===== src/logic/ifb_pkg.sv =====
// Constants and types for the instruction fetch and branch control
package ifb_pkg;
    localparam int AW      = 24;
    localparam int DW      = 64;
    localparam int BUF_BIT = 3;
    localparam int GS_HI   = 3;
    localparam int GS_LO   = 1;
    localparam int UP_LO   = 4;
    localparam logic [2:0] LEN_RR = 3'h2;
    localparam logic [2:0] LEN_RX = 3'h4;
    localparam logic [2:0] LEN_SS = 3'h6;
    localparam logic [7:0] OP_EX  = 8'h44;
    localparam logic [7:0] OP_BAL = 8'h45;
    localparam logic [7:0] OP_BCT = 8'h46;
    localparam logic [7:0] OP_BC  = 8'h47;
    typedef enum logic [2:0] {
        K_NONE, K_OPND, K_BR, K_SUCC, K_SEQ
    } ifb_kind_t;
    typedef enum logic [1:0] {
        C_RR, C_RX, C_BR, C_EX
    } ifb_class_t;
    typedef enum {S_IDLE, S_DEC, S_ADR, S_BRW, S_REC} ifb_state_t;
endpackage


===== src/logic/ifb_fetch_ctrl.sv =====
// Instruction issue sequencer, counter and fetch request control
// Summary of operation
// - each decode cycle but the last copies the two selected halfwords into instr_op_reg
// - decode works from instr_op_reg and feeds base and index to adder
// - address phase entry loads adder into storage reg unless RR, and into jump target reg for branch and execute
// - address phase latches register operands onto operand_bus_latch
// - op code handed to execution at last address cycle unless interrupted
// - address phase decodes from both instr_op_reg and buffer_op_reg
// - either phase stretches while its start conditions are unmet
// - exec_op_reg loads from buffer_op_reg; last_cycle_op_reg in last cycle
// - 24-bit seq_count_reg with its lowest address bit always zero
// - gate select bits advance per instruction, upper bits by incrementer
// - gate selector picks which fetch_pair halfwords feed instr_op_reg
// - next instruction address is counter plus instruction length
// - fetch on empty buffer; blocked unacknowledged fetch cancelled
// - sequential fetches forced normally, suppressed when branch expected
// - fetch increment from counter and empty buffer; bit20 names buffer
// - branch request at address phase entry; bit20 names return buffer
// - successor fetch address made in address phase, issued at hand-off
// - outcome trigger set during branch test; success line valid then
// - early branch data waits in landing reg; late data goes to buffer
// - successor data kept if it returns after a successful outcome, dropped otherwise
// - success loads counter from jump target; failure resumes at once
// - execute acts as branch without counter change, then recovery cycle
`timescale 1ns/1ps
module ifb_fetch_ctrl (
    input  wire logic              clock,
    input  wire logic              rst,
    input  wire logic              ic_load,
    input  wire logic [23:0]       ic_load_addr,
    input  wire logic              intr_pending,
    input  wire logic              exec_ready,
    input  wire logic              exec_last,
    input  wire logic              exec_block,
    input  wire logic              tests_done,
    input  wire logic              branch_ok,
    output logic [3:0]             base_sel,
    output logic [3:0]             index_sel,
    input  wire logic [23:0]       base_data,
    input  wire logic [23:0]       index_data,
    output logic [3:0]             opnd_sel,
    output logic                   opnd_float,
    input  wire logic [63:0]       opnd_data,
    output logic                   req_valid,
    output ifb_pkg::ifb_kind_t     req_kind,
    output logic [23:0]            req_addr,
    output logic                   req_buf,
    input  wire logic              req_ack,
    input  wire logic              ret_valid,
    input  wire ifb_pkg::ifb_kind_t ret_kind,
    input  wire logic              ret_buf,
    input  wire logic [63:0]       ret_data,
    output logic                   decode_phase,
    output logic                   address_phase,
    output logic                   address_phase_entry,
    output logic                   exec_start,
    output logic [7:0]             exec_op,
    output logic [7:0]             last_cycle_op,
    output logic                   outcome_ready,
    output logic [23:0]            storage_addr,
    output logic [63:0]            operand_bus_latch,
    output logic [23:0]            seq_count
);
    import ifb_pkg::*;

    function automatic logic [31:0] pick(input logic [63:0] a,
                                         input logic [63:0] b,
                                         input logic [2:0]  g);
        logic [127:0] ab;
        logic [2:0]   g1;
        ab = {a, b};
        g1 = g + 3'h1;
        return {ab[127-16*g -: 16], ab[127-16*g1 -: 16]};
    endfunction

    function automatic logic [2:0] ilen(input logic [7:0] op);
        case (op[7:6])
            2'h0:    return LEN_RR;
            2'h3:    return LEN_SS;
            default: return LEN_RX;
        endcase
    endfunction

    function automatic ifb_class_t op_class(input logic [7:0] op);
        if (op == OP_EX)
            return C_EX;
        if (op == OP_BAL || op == OP_BCT || op == OP_BC)
            return C_BR;
        return (op[7:6] == 2'h0) ? C_RR : C_RX;
    endfunction

    // Gate select adder on the halfword bits, carry into the incrementer
    function automatic logic [23:0] adv(input logic [23:0] c,
                                        input logic [2:0]  l);
        logic [3:0]  s;
        logic [19:0] up;
        s  = {1'b0, c[GS_HI:GS_LO]} + {2'h0, l[2:1]};
        up = c[AW-1:UP_LO] + {19'h0, s[3]};
        return {up, s[2:0], 1'b0};
    endfunction

    ifb_state_t  state_q, state_d;
    logic [63:0] buf_q [2];
    logic [63:0] buf_d [2];
    logic [1:0]  bval_q, bval_d, sbusy_q, sbusy_d;
    logic [63:0] land_q, land_d, obl_q, obl_d;
    logic        land_v_q, land_v_d, iop_ok_q, iop_ok_d;
    logic [31:0] instr_op_reg_q, instr_op_reg_d;
    logic [7:0]  buffer_op_reg_q, buffer_op_reg_d;
    logic [7:0]  exec_op_reg_q, exec_op_reg_d;
    logic [7:0]  last_cycle_op_reg_q, last_cycle_op_reg_d;
    logic [23:0] seq_count_reg_q, seq_count_reg_d;
    logic [23:0] jt_q, jt_d, sar_q, sar_d;
    logic [23:0] op_addr_q, op_addr_d, succ_addr_q, succ_addr_d;
    logic [23:0] rq_addr_q, rq_addr_d;
    logic        op_pend_q, op_pend_d, succ_pend_q, succ_pend_d;
    logic        rq_v_q, rq_v_d, rq_buf_q, rq_buf_d;
    ifb_kind_t   op_kind_q, op_kind_d, rq_kind_q, rq_kind_d;
    logic        entry_q, entry_d, is_ex_q, is_ex_d;
    logic        ex_mode_q, ex_mode_d, br_dir_q, br_dir_d;
    logic        s_take_q, s_take_d;
    logic [2:0]  ex_len_q, ex_len_d;
    logic [31:0] pick_n;
    logic [23:0] ea, nxt, seq_a;
    logic [7:0]  cur_op;
    ifb_class_t  cur_cls;
    logic [2:0]  gsel, gsel1;
    logic        ready, seq_want, seq_issue, seq_tgt;
    logic        start_c, outc_c;

    assign gsel    = seq_count_reg_q[GS_HI:GS_LO];
    assign gsel1   = gsel + 3'h1;
    assign pick_n  = pick(buf_q[0], buf_q[1], gsel);
    assign ready   = ex_mode_q ? land_v_q :
                     bval_q[gsel[2]] && (ilen(pick_n[31:24]) == LEN_RR
                                         || bval_q[gsel1[2]]);
    assign base_sel  = instr_op_reg_q[15:12];
    assign index_sel = instr_op_reg_q[19:16];
    assign opnd_sel  = instr_op_reg_q[23:20];
    assign ea = (base_sel != 4'h0 ? base_data : 24'h0)
              + (index_sel != 4'h0 ? index_data : 24'h0)
              + {12'h0, instr_op_reg_q[11:0]};
    assign cur_op  = entry_q ? instr_op_reg_q[31:24]
                             : buffer_op_reg_q;
    assign cur_cls = op_class(cur_op);
    assign opnd_float = ~cur_op[7] & cur_op[5];
    assign nxt     = adv(seq_count_reg_q, ilen(buffer_op_reg_q));
    // Empty buffer to refill: the current one first, else the other
    assign seq_tgt = bval_q[seq_count_reg_q[BUF_BIT]]
                   ? ~seq_count_reg_q[BUF_BIT]
                   : seq_count_reg_q[BUF_BIT];
    assign seq_a = (seq_tgt | ~seq_count_reg_q[BUF_BIT])
                 ? {seq_count_reg_q[23:4], seq_tgt, 3'h0}
                 : {seq_count_reg_q[23:4] + 20'h1, 1'b0, 3'h0};
    assign seq_want = !bval_q[seq_tgt] && !sbusy_q[seq_tgt]
                   && !exec_block && !ex_mode_q
                   && state_q != S_IDLE && state_q != S_BRW
                   && !(state_q == S_ADR
                        && (cur_cls == C_BR || cur_cls == C_EX));

    always_comb
    begin
        state_d = state_q;          buf_d = buf_q;
        bval_d = bval_q;            sbusy_d = sbusy_q;
        land_d = land_q;            land_v_d = land_v_q;
        obl_d = obl_q;              iop_ok_d = iop_ok_q;
        instr_op_reg_d = instr_op_reg_q;
        buffer_op_reg_d = buffer_op_reg_q;
        exec_op_reg_d = exec_op_reg_q;
        last_cycle_op_reg_d = last_cycle_op_reg_q;
        seq_count_reg_d = seq_count_reg_q;
        jt_d = jt_q;                sar_d = sar_q;
        op_addr_d = op_addr_q;      succ_addr_d = succ_addr_q;
        op_pend_d = op_pend_q;      succ_pend_d = succ_pend_q;
        op_kind_d = op_kind_q;      entry_d = entry_q;
        rq_v_d = rq_v_q;            rq_kind_d = rq_kind_q;
        rq_addr_d = rq_addr_q;      rq_buf_d = rq_buf_q;
        is_ex_d = is_ex_q;          ex_mode_d = ex_mode_q;
        br_dir_d = br_dir_q;        s_take_d = s_take_q;
        ex_len_d = ex_len_q;
        start_c = 1'b0;             outc_c = 1'b0;
        seq_issue = 1'b0;
        if (rq_v_q && req_ack)
            rq_v_d = 1'b0;
        if (rq_v_q && rq_kind_q == K_SEQ && exec_block && !req_ack)
        begin
            rq_v_d = 1'b0;
            sbusy_d[rq_buf_q] = 1'b0;
        end
        if (ret_valid)
        begin
            case (ret_kind)
                K_SEQ:
                begin
                    buf_d[ret_buf] = ret_data;
                    bval_d[ret_buf] = 1'b1;
                    sbusy_d[ret_buf] = 1'b0;
                end
                K_BR:
                    if (br_dir_q)
                    begin
                        buf_d[ret_buf] = ret_data;
                        bval_d[ret_buf] = 1'b1;
                        br_dir_d = 1'b0;
                    end
                    else
                    begin
                        land_d = ret_data;
                        land_v_d = 1'b1;
                    end
                K_SUCC:
                begin
                    if (s_take_q)
                    begin
                        buf_d[ret_buf] = ret_data;
                        bval_d[ret_buf] = 1'b1;
                    end
                    s_take_d = 1'b0;
                end
                default: ;
            endcase
        end
        if (exec_last)
            last_cycle_op_reg_d = exec_op_reg_q;
        case (state_q)
            S_DEC:
                if (iop_ok_q)
                begin
                    state_d = S_ADR;
                    entry_d = 1'b1;
                    iop_ok_d = 1'b0;
                end
                else
                begin
                    instr_op_reg_d = ex_mode_q
                        ? pick(land_q, land_q, {1'b0, jt_q[2:1]})
                        : pick_n;
                    iop_ok_d = ready;
                end
            S_ADR:
            begin
                obl_d = opnd_data;
                if (entry_q)
                begin
                    entry_d = 1'b0;
                    buffer_op_reg_d = instr_op_reg_q[31:24];
                    if (cur_cls != C_RR)
                    begin
                        sar_d = ea;
                        op_pend_d = 1'b1;
                        op_addr_d = ea;
                        op_kind_d = K_OPND;
                    end
                    if (cur_cls == C_BR || cur_cls == C_EX)
                    begin
                        jt_d = ea;
                        op_kind_d = K_BR;
                        land_v_d = 1'b0;
                        succ_addr_d = {ea[23:3] + 21'h1, 3'h0};
                    end
                end
                else if (!op_pend_q && exec_ready)
                begin
                    if (intr_pending)
                        state_d = S_IDLE;
                    else
                    begin
                        start_c = 1'b1;
                        exec_op_reg_d = buffer_op_reg_q;
                        state_d = S_DEC;
                        if (cur_cls == C_BR)
                        begin
                            succ_pend_d = 1'b1;
                            is_ex_d = 1'b0;
                            state_d = S_BRW;
                        end
                        else if (cur_cls == C_EX)
                        begin
                            is_ex_d = 1'b1;
                            ex_len_d = ilen(buffer_op_reg_q);
                            state_d = S_BRW;
                        end
                        else if (ex_mode_q)
                        begin
                            ex_mode_d = 1'b0;
                            state_d = S_REC;
                        end
                        else
                        begin
                            seq_count_reg_d = nxt;
                            if (nxt[23:3] != seq_count_reg_q[23:3])
                                bval_d[seq_count_reg_q[BUF_BIT]] = 1'b0;
                        end
                    end
                end
            end
            S_BRW:
                if (is_ex_q)
                begin
                    if (land_v_q)
                    begin
                        ex_mode_d = 1'b1;
                        state_d = S_DEC;
                    end
                end
                else if (tests_done)
                begin
                    outc_c = 1'b1;
                    state_d = S_DEC;
                    if (branch_ok)
                    begin
                        seq_count_reg_d = adv(jt_q, 3'h0);
                        ex_mode_d = 1'b0;
                        bval_d = 2'h0;
                        s_take_d = 1'b1;
                        land_v_d = 1'b0;
                        if (land_v_q || (ret_valid && ret_kind == K_BR))
                        begin
                            buf_d[jt_q[BUF_BIT]] = land_v_q ? land_q
                                                            : ret_data;
                            bval_d[jt_q[BUF_BIT]] = 1'b1;
                        end
                        else
                            br_dir_d = 1'b1;
                    end
                    else
                    begin
                        land_v_d = 1'b0;
                        s_take_d = 1'b0;
                        if (ex_mode_q)
                        begin
                            ex_mode_d = 1'b0;
                            state_d = S_REC;
                        end
                    end
                end
            S_REC:
            begin
                seq_count_reg_d = adv(seq_count_reg_q, ex_len_q);
                if (seq_count_reg_d[23:3] != seq_count_reg_q[23:3])
                    bval_d[seq_count_reg_q[BUF_BIT]] = 1'b0;
                state_d = S_DEC;
            end
            default: ;
        endcase
        if (!rq_v_d)
        begin
            if (op_pend_q)
            begin
                rq_v_d = 1'b1;
                rq_kind_d = op_kind_q;
                rq_addr_d = op_addr_q;
                rq_buf_d = op_addr_q[BUF_BIT];
                op_pend_d = 1'b0;
            end
            else if (succ_pend_q)
            begin
                rq_v_d = 1'b1;
                rq_kind_d = K_SUCC;
                rq_addr_d = succ_addr_q;
                rq_buf_d = ~jt_q[BUF_BIT];
                succ_pend_d = 1'b0;
            end
            else if (seq_want)
            begin
                seq_issue = 1'b1;
                rq_v_d = 1'b1;
                rq_kind_d = K_SEQ;
                rq_addr_d = seq_a;
                rq_buf_d = seq_tgt;
                sbusy_d[seq_tgt] = 1'b1;
            end
        end
        if (ic_load)
        begin
            seq_count_reg_d = {ic_load_addr[23:1], 1'b0};
            bval_d = 2'h0;
            sbusy_d = 2'h0;
            land_v_d = 1'b0;
            ex_mode_d = 1'b0;
            br_dir_d = 1'b0;
            s_take_d = 1'b0;
            iop_ok_d = 1'b0;
            state_d = S_DEC;
        end
    end

    always_ff @(posedge clock)
    begin
        if (rst)
        begin
            state_q <= S_IDLE;
            // Cleared so gate selection never reads unknown words
            buf_q <= '{64'h0, 64'h0};
            bval_q <= 2'h0;    sbusy_q <= 2'h0;
            land_v_q <= 1'b0;  iop_ok_q <= 1'b0;
            op_pend_q <= 1'b0; succ_pend_q <= 1'b0;
            rq_v_q <= 1'b0;    rq_kind_q <= K_NONE;
            op_kind_q <= K_NONE;
            entry_q <= 1'b0;   is_ex_q <= 1'b0;
            ex_mode_q <= 1'b0; br_dir_q <= 1'b0;
            s_take_q <= 1'b0;  ex_len_q <= 3'h0;
            seq_count_reg_q <= 24'h0;
            exec_op_reg_q <= 8'h0;
            last_cycle_op_reg_q <= 8'h0;
            sar_q <= 24'h0;    obl_q <= 64'h0;
            rq_addr_q <= 24'h0; rq_buf_q <= 1'b0;
        end
        else
        begin
            state_q <= state_d;   bval_q <= bval_d;
            buf_q <= buf_d;
            sbusy_q <= sbusy_d;   land_v_q <= land_v_d;
            iop_ok_q <= iop_ok_d; op_pend_q <= op_pend_d;
            succ_pend_q <= succ_pend_d;
            rq_v_q <= rq_v_d;     rq_kind_q <= rq_kind_d;
            op_kind_q <= op_kind_d;
            entry_q <= entry_d;   is_ex_q <= is_ex_d;
            ex_mode_q <= ex_mode_d; br_dir_q <= br_dir_d;
            s_take_q <= s_take_d; ex_len_q <= ex_len_d;
            seq_count_reg_q <= seq_count_reg_d;
            exec_op_reg_q <= exec_op_reg_d;
            last_cycle_op_reg_q <= last_cycle_op_reg_d;
            sar_q <= sar_d;       obl_q <= obl_d;
            rq_addr_q <= rq_addr_d; rq_buf_q <= rq_buf_d;
        end
    end

    // Data holders that need no reset value
    always_ff @(posedge clock)
    begin
        land_q <= land_d;
        instr_op_reg_q <= instr_op_reg_d;
        buffer_op_reg_q <= buffer_op_reg_d;
        jt_q <= jt_d;         op_addr_q <= op_addr_d;
        succ_addr_q <= succ_addr_d;
    end

    assign decode_phase        = state_q == S_DEC;
    assign address_phase       = state_q == S_ADR;
    assign address_phase_entry = address_phase && entry_q;
    assign exec_start    = start_c;
    assign outcome_ready = outc_c;
    assign exec_op       = exec_op_reg_q;
    assign last_cycle_op = last_cycle_op_reg_q;
    assign storage_addr  = sar_q;
    assign operand_bus_latch = obl_q;
    assign seq_count = seq_count_reg_q;
    assign req_valid = rq_v_q;
    assign req_kind  = rq_kind_q;
    assign req_addr  = rq_addr_q;
    assign req_buf   = rq_buf_q;
endmodule


===== config.mk =====
export PLATFORM = sky130hd
export DESIGN_NAME = ifb_fetch_ctrl
export DESIGN_NICKNAME = d
export VERILOG_FILES = /design/src/logic/ifb_pkg.sv /design/src/logic/ifb_fetch_ctrl.sv
export SDC_FILE = /design/constraint.sdc
export NUM_CORES = 1
export LEC_CHECK = 0
export BUFFER_PORTS_ARGS = -buffer_cell sky130_fd_sc_hd__buf_2
export CAP_MARGIN = 20
export CORE_UTILIZATION = 39
export DETAILED_ROUTE_END_ITERATION = 12
export GPL_TIMING_DRIVEN = 0
export SETUP_SLACK_MARGIN = 0.05
export SYNTH_ARGS = -nofsm -noshare
export SYNTH_HDL_FRONTEND = slang
export SYNTH_SLANG_ARGS = --single-unit

===== constraint.sdc =====
create_clock -name clock -period 5.6 [get_ports clock]
set_clock_uncertainty 0.15 [all_clocks]
set_input_delay 0.28 -clock clock [delete_from_list [all_inputs] [get_ports clock]]
set_output_delay 0.28 -clock clock [all_outputs]
set_load 0.02 [all_outputs]

==> results of run 1 <==
## cells in the final DEF, fill, tap and decap left out, types with 13 or more instances in the layout
cell type	Yosys	final
fa_1	15	15
ha_1	46	46
a211oi_1	160	159
nor3_1	43	42
clkinv_2	1	17
mux2i_1	189	189
xnor2_1	42	33
a221oi_1	20	20
buf_4	14	15
buf_1	22	22
clkbuf_1	164	174
buf_2	13	396
a21oi_1	176	176
mux2_2	72	72
nand4_1	13	13
mux4_2	96	96
and2_1	51	50
edfxtp_1	172	172
dlygate4sd3_1	0	156
nand2_1	314	314
nor2b_1	19	18
dfxtp_1	304	304
and3_1	13	13
o21ai_0	98	98
nor2_1	272	271
nand3_1	18	17
clkbuf_16	0	55
inv_1	40	40
xor2_1	26	25
## worst min-delay path: stages
cell and delay, ps:
buf_2 110, nand2_1 80, fa_1 190, a211oi_1 70
## power groups by stage
stage	Clock, mW	Combinational (mW)	Sequential, mW
2_1_floorplan	0	0.816	3.85
3_3_place_gp	0	1.29	3.86
3_5_place_dp	0	1.32	3.86
4_1_cts	3.52	1.43	3.78
5_1_grt	3.64	1.58	3.79
6_report	3.48	1.49	3.79
## what timing repair did
item                                   CTS  global route
resized for setup                        8            13
pin swaps                                0             2
endpoints found under the hold margin  284             0
setup buffers                            0             1
hold buffers                           156             0
setup endpoints to repair                9             8
## worst max-delay path by stage
stage / start / end / slack (ps) / depth (start not counted)
global route: instr_op_reg_q[13] / succ_addr_q[18] / 40 / 13
CTS: instr_op_reg_q[13] / succ_addr_q[18] / 90 / 14
global placement: ret_kind[1] / land_q[19] / -1320 / 4
floorplan: instr_op_reg_q[19] / succ_addr_q[23] / 940 / 15
detailed placement: instr_op_reg_q[13] / succ_addr_q[17] / -360 / 15
finish: instr_op_reg_q[13] / succ_addr_q[23] / 210 / 14
## layout make-up
type	instances	area, µm²
repair buffers	554	3710
flip-flops and latches	476	11300
plain buffers	213	872
fillers	5913	32500
multi-input cells	1834	13600
clock buffers	72	1480
inverters	43	163
clock inverters	25	205
well taps	855	1070
diodes	4	10.0
## logic make-up (layout without fill, tap and decap cells)
kind of cell / after synthesis / count (layout)
xor gates and xnor gates: 71 / 71
muxes: 357 / 357
other: 1 / 5
AOI/OAI and AO/OA: 558 / 558
adders and majority gates: 61 / 61
buffers and inverters: 256 / 907
DFF: 476 / 476
and+or+nand+nor: 786 / 786
## through the flow
stage	setup WS [ps]	util [%]
after floorplan	943	-
after CTS	92.7	49.6
after global routing	36.6	49.9
after global placement	-1320	44.3
after detailed placement	-356	44.5
final	209	49.9
## layer usage
metal / vias to the layer above / part of all wire [%] / track usage [%]
li1: 10604 / - / -
met1: 11680 / 40 / 37.8
met2: 1394 / 45 / 48.3
met3: 323 / 8.8 / 5.92
met4: 0 / 6.0 / 16.8
met5: - / 0 / 0
==> impl_metrics.ini, run 1 <==
[status]
outcome = finished, final reports clean

[global_route]
grt_pass1_wl_um = 150000
antenna_found_initial = 5
overflow = 0
grt_max_degree = 36
track_usage_pct = 30.1
grt_pass1_vias = 23361

[power]
power_mw = 8.75
switching_power_mw = 2.49
worst_ir_drop_vdd_uv = 236
power_leakage_nw = 12.4
sw_frac_of_total_pct = 28.4
powerDensity_mw_per_mm2 = 271
power_frac_seq_pct = 43.3
p_clk_share_pct = 39.7
power_frac_comb_pct = 17.0
internal_power_mw = 6.26

[yosys]
synth_nets = 2842
synth_compound_area_share_pct = 14.0
synth-adder-area-share_pct = 3.41
yosys.area.top_type_share_pct = 23.7
yosys.area_share.simple_pct = 13.4
ys_seq_area_share_pct = 43.8
synth_top_family_by_area = multiplexers
async_reset_ff_share_pct = 0
synth-xor-area-share_pct = 2.51
yosysWarnings = 0
synth_area_mm2 = 0.0257
synth_top_cells_by_area = dfxtp_1, edfxtp_1, mux4_2, mux2i_1, a211oi_1
synth_edf_count = 172
synth_common_cells = nand2_1, dfxtp_1, nor2_1
ys_types = 74
ys_ff_latch = 476
synthMostInstantiatedCell = nand2_1
synth_mux_area_share_pct = 18.9
synth_top_cell_by_area = dfxtp_1
synth_ff_type = dfxtp_1
syn_avg_cell_area_um2 = 10.0
netlist_instances = 2566

[critical_path]
crit_path_end_kind = register
cp_data_required_time_ps = 5790
reg2regPathDepth = 14
timing.rr.end = succ_addr_q[23]
crit_type = register to register
critPathLaunchType = register
crit_top_cell = fa_1
critical_path_buf_inv_count = 1
crit_family = simple AND/OR/NAND/NOR gates
cp.arrival_ps = 5580
crit_fanout = 10
r2r-start = instr_op_reg_q[13]
cp_cell_sequence = or4_4 -> clkbuf_2 -> and2_1 -> fa_1 -> ha_1 -> fa_1 -> a211oi_2 -> o21a_1 -> o31a_4 -> o31ai_4 -> a31oi_1 -> or3_1 -> nand3_1 -> xor2_1
reg2reg_slack_ps = 210
worst_path_max_delay_cell = or4_4
max_stage_delay_ps = 670

[clock_network]
cts_tree = done
cts-root-buf = clkbuf_16
htree_levels = 2
clk_path_buf_depth = 3
clk_latency_ps = 640
clk_pin_slew_ps = 60
cts_sinks = 476
cts_buffers = 53

[sta]
tightest_slew_ps = 1260
grt_setup_unrepaired = yes
fin_crit_ps = 5390
setup_viol = 0
hold_viol = 0
hold_slack_ps = 6.65
finalCritPeriodShare_pct = 96.3
slew_headroom_pct = 15.7
drv_slew = 0
fmax_mhz = 185
setup-tns-final_ps = 0

[placement]
dp.final_hpwl_um = 77100
gp_congestion = 0.959
placed_area_mm2 = 0.0289
dp_cells = 3813
io_buffers = 383

[min_path]
min_to = storage_addr[0]
hp-class = input port to register
min_from = base_data[0]
whs_path_depth = 4

[route]
wl_per_cell_um = 25.5
drt_iter0_markers = 2452
firstDrtPassIters = 7
vias_per_cell = 5.89
drc = 0
dr_total_vias = 24001
antenna_left = 0
wl_um = 104000

[cells_and_area]
final_nets = 3451
largest-register = buf_q
area_growth_pct = 25.7
fin_cells = 4076
largest_reg_flops = 128
final_area_mm2 = 0.0323
drive_gt1_share_pct = 22.4

[run]
cap_violations = 0

[floorplanning]
dieArea_mm2 = 0.0670
die_w_um = 259
core_area_mm2 = 0.0648
rows = 93
io_pins = 390
start_util_pct = 39.7
chipHeight_um = 259
No activity file was read; power rests on OpenSTA's default activity.
==> inputs of run 2 (changes only) <==
--- a/config.mk
+++ b/config.mk
@@ -8,6 +8,7 @@
 export BUFFER_PORTS_ARGS = -buffer_cell sky130_fd_sc_hd__buf_2
 export CAP_MARGIN = 20
 export CORE_UTILIZATION = 39
+export CTS_BUF_LIST = sky130_fd_sc_hd__clkbuf_4
 export DETAILED_ROUTE_END_ITERATION = 12
 export GPL_TIMING_DRIVEN = 0
 export SETUP_SLACK_MARGIN = 0.05
==> run 2 against run 1 <==
- sequential power barely moved
- routed wire length is 4.9% higher
- count of clock-buffer cells in the layout up 135
- largest power group unchanged
==> impl_metrics.ini, run 2 (synthesis results as in run 1) <==
[status]
outcome = finished, final reports clean

[sta]
slew_headroom_pct = 19.4
setup_viol = 0
finalCritPeriodShare_pct = 96.0
hold_viol = 0
hold_slack_ps = 63.5
drv_slew = 0
grt_setup_unrepaired = no
fin_crit_ps = 5380
fin_ws_ps = 224
tightest_slew_ps = 1210
fmax_mhz = 186

[cells_and_area]
layout_commonest_cell = buf_2
area_growth_pct = 33.2
utilization_pct = 52.8
largest-register = buf_q
fin_cells = 4403
final_cell_mix = buf_2, dlygate4sd3_1, nand2_1
final_nets = 3709
drive_gt1_share_pct = 24.4
largest_reg_flops = 128

[critical_path]
crit_type = register to register
crit_top_cell = xor2_1
cp_data_required_time_ps = 6150
cp_cell_sequence = or4_4 -> clkbuf_1 -> and2_1 -> fa_1 -> ha_1 -> a211oi_1 -> o21ai_1 -> a22oi_1 -> nand2_1 -> xor2_1 -> nand4_1 -> nor4b_2 -> xor2_1
crit_path_end_kind = register
reg2reg_slack_ps = 220
reg2regPathDepth = 13
timing.rr.end = succ_addr_q[18]
cp.arrival_ps = 5930
worst_path_max_delay_cell = or4_4
r2r-start = instr_op_reg_q[13]
crit_fanout = 10
max_stage_delay_ps = 670
critPathLaunchType = register

[global_route]
grt_pass1_vias = 25499
grt_max_degree = 36
antenna_found_initial = 5
grt_pass1_wl_um = 158000
overflow = 0
track_usage_pct = 31.9

[route]
vias_per_cell = 5.78
drc = 0
dr_total_vias = 25438
firstDrtPassIters = 6
drt_iter0_markers = 2620
wl_um = 109000
wl_per_cell_um = 24.8
antenna_left = 0

[clock_network]
cts_buffers = 135
clk_latency_ps = 1010
cts_sinks = 476
cts-root-buf = clkbuf_4
cts_tree = done
clk_path_buf_depth = 3
clk_pin_slew_ps = 70
htree_levels = 4

[placement]
dp_cells = 3813
post-place-ws_ps = -356
dp.final_hpwl_um = 77100
io_buffers = 383
gp_congestion = 0.959

[floorplanning]
core_area_mm2 = 0.0648
io_pins = 390
die_w_um = 259
start_util_pct = 39.7
dieArea_mm2 = 0.0670
rows = 93
chipHeight_um = 259

[min_path]
min_from = ret_data[55]
whs_path_depth = 4
min_to = buf_q[55]
hp-class = input port to register

[power]
powerDensity_mw_per_mm2 = 260
worst_ir_drop_vdd_uv = 179
power_leakage_nw = 13.4

[run]
cap_violations = 0
-- run 2: cell count changes in the layout (fill, tap and decap cells not counted), sizes merged --
cell,delta
clkdlybuf4s15,+1
buf,+1
bufinv,+3
diode,+3
clkbuf,+135
dlygate4sd3,+174
clkinvlp,+3
clkinv,+7
-- run 2: power breakdown --
part           total, mW  internal, mW  leakage [nW]  switching, mW
combinational       1.60         0.681          8.25          0.919
sequential          3.79          3.71          4.04         0.0720
clock               3.53          1.92          1.09           1.62
total               8.92          6.31          13.4           2.61
-- run 2: how the worst max path moves through the flow --
stage                                  start               to  slack (ps)  cells past startpoint
final                     instr_op_reg_q[13]  succ_addr_q[18]         220                     13
after global routing      instr_op_reg_q[13]  succ_addr_q[18]          70                     13
after CTS                 instr_op_reg_q[13]  succ_addr_q[21]          50                     15
after detailed placement  instr_op_reg_q[13]  succ_addr_q[17]        -360                     15
after global placement           ret_kind[1]       land_q[19]       -1320                      4
after floorplan           instr_op_reg_q[19]  succ_addr_q[23]         940                     15
-- run 2: worst max-delay path: cells and delay by family (launching register included) --
family	cells	cell delay (ps)
AOI/OAI and AO/OA	3	830
xor gates and xnor gates	2	770
adders and majority gates	2	820
buffers and inverters	1	250
DFF	1	440
and+or+nand+nor	5	1830
-- run 2: layer usage --
metal / wire (µm) / up-vias / part of all wire [%] / global-route usage [%]
li1: - / 11189 / - / -
met1: 42500 / 12290 / 39 / 38.6
met2: 49800 / 1559 / 46 / 50.7
met3: 10000 / 398 / 9.2 / 8.00
met4: 6670 / 2 / 6.1 / 20.1
met5: 13 / - / 0.012 / 0
-- run 2: final cells by class --
| cell class | instances | area [µm²] |
|---|---|---|
| multi-input combinational | 1834 | 13600 |
| clock buffer | 207 | 1550 |
| inverter | 43 | 163 |
| sequential | 476 | 11300 |
| buffer | 213 | 880 |
| timing repair buffer | 730 | 5470 |
| fill | 5735 | 30600 |
| tap | 855 | 1070 |
| antenna | 7 | 17.5 |
| clock inverter | 38 | 293 |
-- run 2: repair_timing --
action                                  4_1_cts  5_1_grt
pin swaps                                     0        3
endpoints found under the hold margin       344        0
buffers inserted                              0        2
endpoints found under the setup margin        9       13
hold buffers                                330        0
resized for setup                             7       18
-- run 2: per-stage QoR --
step	TNS, ps	power, mW	area (µm²)
2_1_floorplan	0	4.66	25700
3_3_place_gp	-85880	5.15	28700
3_5_place_dp	-1320	5.18	28900
4_1_cts	0	8.89	34100
5_1_grt	0	9.25	34200
6_report	0	8.92	34300
==> inputs of run 3 (changes only) <==
--- a/config.mk
+++ b/config.mk
@@ -5,12 +5,15 @@
 export SDC_FILE = /design/constraint.sdc
 export NUM_CORES = 1
 export LEC_CHECK = 0
-export BUFFER_PORTS_ARGS = -buffer_cell sky130_fd_sc_hd__buf_2
 export CAP_MARGIN = 20
+export CELL_PAD_IN_SITES_DETAIL_PLACEMENT = 2
+export CELL_PAD_IN_SITES_GLOBAL_PLACEMENT = 2
 export CORE_UTILIZATION = 39
 export CTS_BUF_LIST = sky130_fd_sc_hd__clkbuf_4
 export DETAILED_ROUTE_END_ITERATION = 12
+export DONT_BUFFER_PORTS = 1
 export GPL_TIMING_DRIVEN = 0
+export PLACE_DENSITY_LB_ADDON = 0.1
 export SETUP_SLACK_MARGIN = 0.05
 export SYNTH_ARGS = -nofsm -noshare
 export SYNTH_HDL_FRONTEND = slang
==> run 3 against run 2 <==
- register-to-register slack hardly changed
- critical path depth is 2 higher
- worst setup slack worse by 9.7 ps
- fmax is 0.18% lower
- flip-flop and latch count stayed put
- critical endpoint is now succ_addr_q[23]
- highest routed layer is now met4
==> impl_metrics.ini, run 3 (synthesis results as in run 1) <==
[route]
dr_total_vias = 24815
m1WireLength_um = 50200
antenna_left = 0
drt_iter0_markers = 2212
drc = 0
route.met3.wl_um = 10100
wl_per_cell_um = 31.7
firstDrtPassIters = 6
highest_layer = met4
dr_wl_met2_um = 61800
vias_per_cell = 6.13
wl_um = 128000

[floorplanning]
die_w_um = 259
core_area_mm2 = 0.0648
io_pins = 390
rows = 93
chipHeight_um = 259
dieArea_mm2 = 0.0670
start_util_pct = 39.7

[global_route]
overflow = 0
grt_pass1_wl_um = 185000
grt_max_degree = 34
track_usage_pct = 37.6
grt_pass1_vias = 27612
antenna_found_initial = 6

[clock_network]
htree_levels = 4
cts-root-buf = clkbuf_4
clk_pin_slew_ps = 80
clk_latency_ps = 1020
cts_sinks = 476
cts_buffers = 139
clk_path_buf_depth = 3
cts_tree = done

[placement]
gp_congestion = 0.917
dp.final_hpwl_um = 84000
io_buffers = 0
placed_area_mm2 = 0.0270

[sta]
tightest_slew_ps = 1270
slew_headroom_pct = 15.2
hold_viol = 0
setup_viol = 0
drv_slew = 0
grt_setup_unrepaired = yes
setup-tns-final_ps = 0
fin_crit_ps = 5390
finalCritPeriodShare_pct = 96.2
fmax_mhz = 186

[power]
powerDensity_mw_per_mm2 = 282
sw_frac_of_total_pct = 30.7
p_clk_share_pct = 41.7
power_frac_seq_pct = 41.5
power_leakage_nw = 11.6
internal_power_mw = 6.37
switching_power_mw = 2.82
power_frac_comb_pct = 16.8
worst_ir_drop_vdd_uv = 191

[cells_and_area]
final_nets = 3348
area_growth_pct = 26.9
multi_input_area_mm2 = 0.0136
largest-register = buf_q
final_area_mm2 = 0.0326
drive_gt1_share_pct = 15.7
regArea_mm2 = 0.0113
largest_reg_flops = 128
final_cell_mix = dlygate4sd3_1, nand2_1, dfxtp_1
fillCellCount = 6660
layout_commonest_cell = dlygate4sd3_1

[critical_path]
cp_data_required_time_ps = 6140
critPathLaunchType = register
crit_fanout = 10
cp.arrival_ps = 5930
crit_path_end_kind = register
crit_type = register to register

[min_path]
hp-class = input port to register

[run]
cap_violations = 0

[status]
outcome = finished, final reports clean
## run 3: final timing paths
check	startpoint	endpoint	slack, ps	depth (start not counted)
setup reg to reg	instr_op_reg_q[12]	succ_addr_q[23]	210	15
hold reg to reg	sbusy_q[1]	sbusy_q[1]	350	2
hold / removal	base_data[16]	storage_addr[16]	60	5
setup / recovery	instr_op_reg_q[12]	succ_addr_q[23]	210	15
## run 3: what timing repair did
action                     in CTS  in global routing
hold endpoints to repair      367                  0
hold buffers                  339                  0
setup buffers                   0                 10
gates resized for setup         9                 12
pin swaps                       0                  2
gates cloned                    0                  0
setup endpoints to repair       9                 15
## run 3: power by group through the flow
stage | sequential, mW | clock, mW | combinational, mW
global route | 3.82 | 4.04 | 1.63
finish | 3.82 | 3.83 | 1.54
detailed placement | 3.89 | 0 | 1.21
global placement | 3.88 | 0 | 1.15
CTS | 3.81 | 3.79 | 1.43
floorplan | 3.85 | 0 | 0.816
## run 3: area by class of cell
type / instances / share of cell area [%]
flip-flops and latches: 476 / 34.5
plain buffers: 213 / 2.68
repair buffers: 365 / 11.5
clock buffers: 216 / 4.97
clock inverters: 39 / 0.970
well taps: 855 / 3.28
multi-input cells: 1834 / 41.6
inverters: 43 / 0.499
diodes: 6 / 0.0460
## run 3: per-layer routing
layer  track usage (%)  up-vias
li1                  -    10445
met1              44.9    12737
met2              62.5     1273
met3              9.68      360
met4              19.3        0
met5                 0        -
## run 3: per-stage QoR
stage	hold slack (ps)	utilization (%)	std cells	setup slack [ps]	power, mW
5_1_grt	50.1	50.3	4045	-7.37	9.49
6_report	63.0	50.3	4047	214	9.19
3_3_place_gp	229	41.3	3421	-1650	5.03
2_1_floorplan	229	-	2566	943	4.66
3_5_place_dp	229	41.7	3431	-322	5.10
4_1_cts	1.38	50.0	4025	25.1	9.03
## run 3: worst max-delay path, stage by stage, from the launching register on
cell and delay (ps):
edfxtp_1 410, or4_4 670, clkbuf_2 240, and2_1 240, fa_1 500, ha_1 230, fa_1 280, a211oi_2 100
o21a_1 250, or4_4 580, a31o_1 240, a221oi_2 360, xnor2_2 280, nand4_2 190, nor3_2 230, xor2_1 110
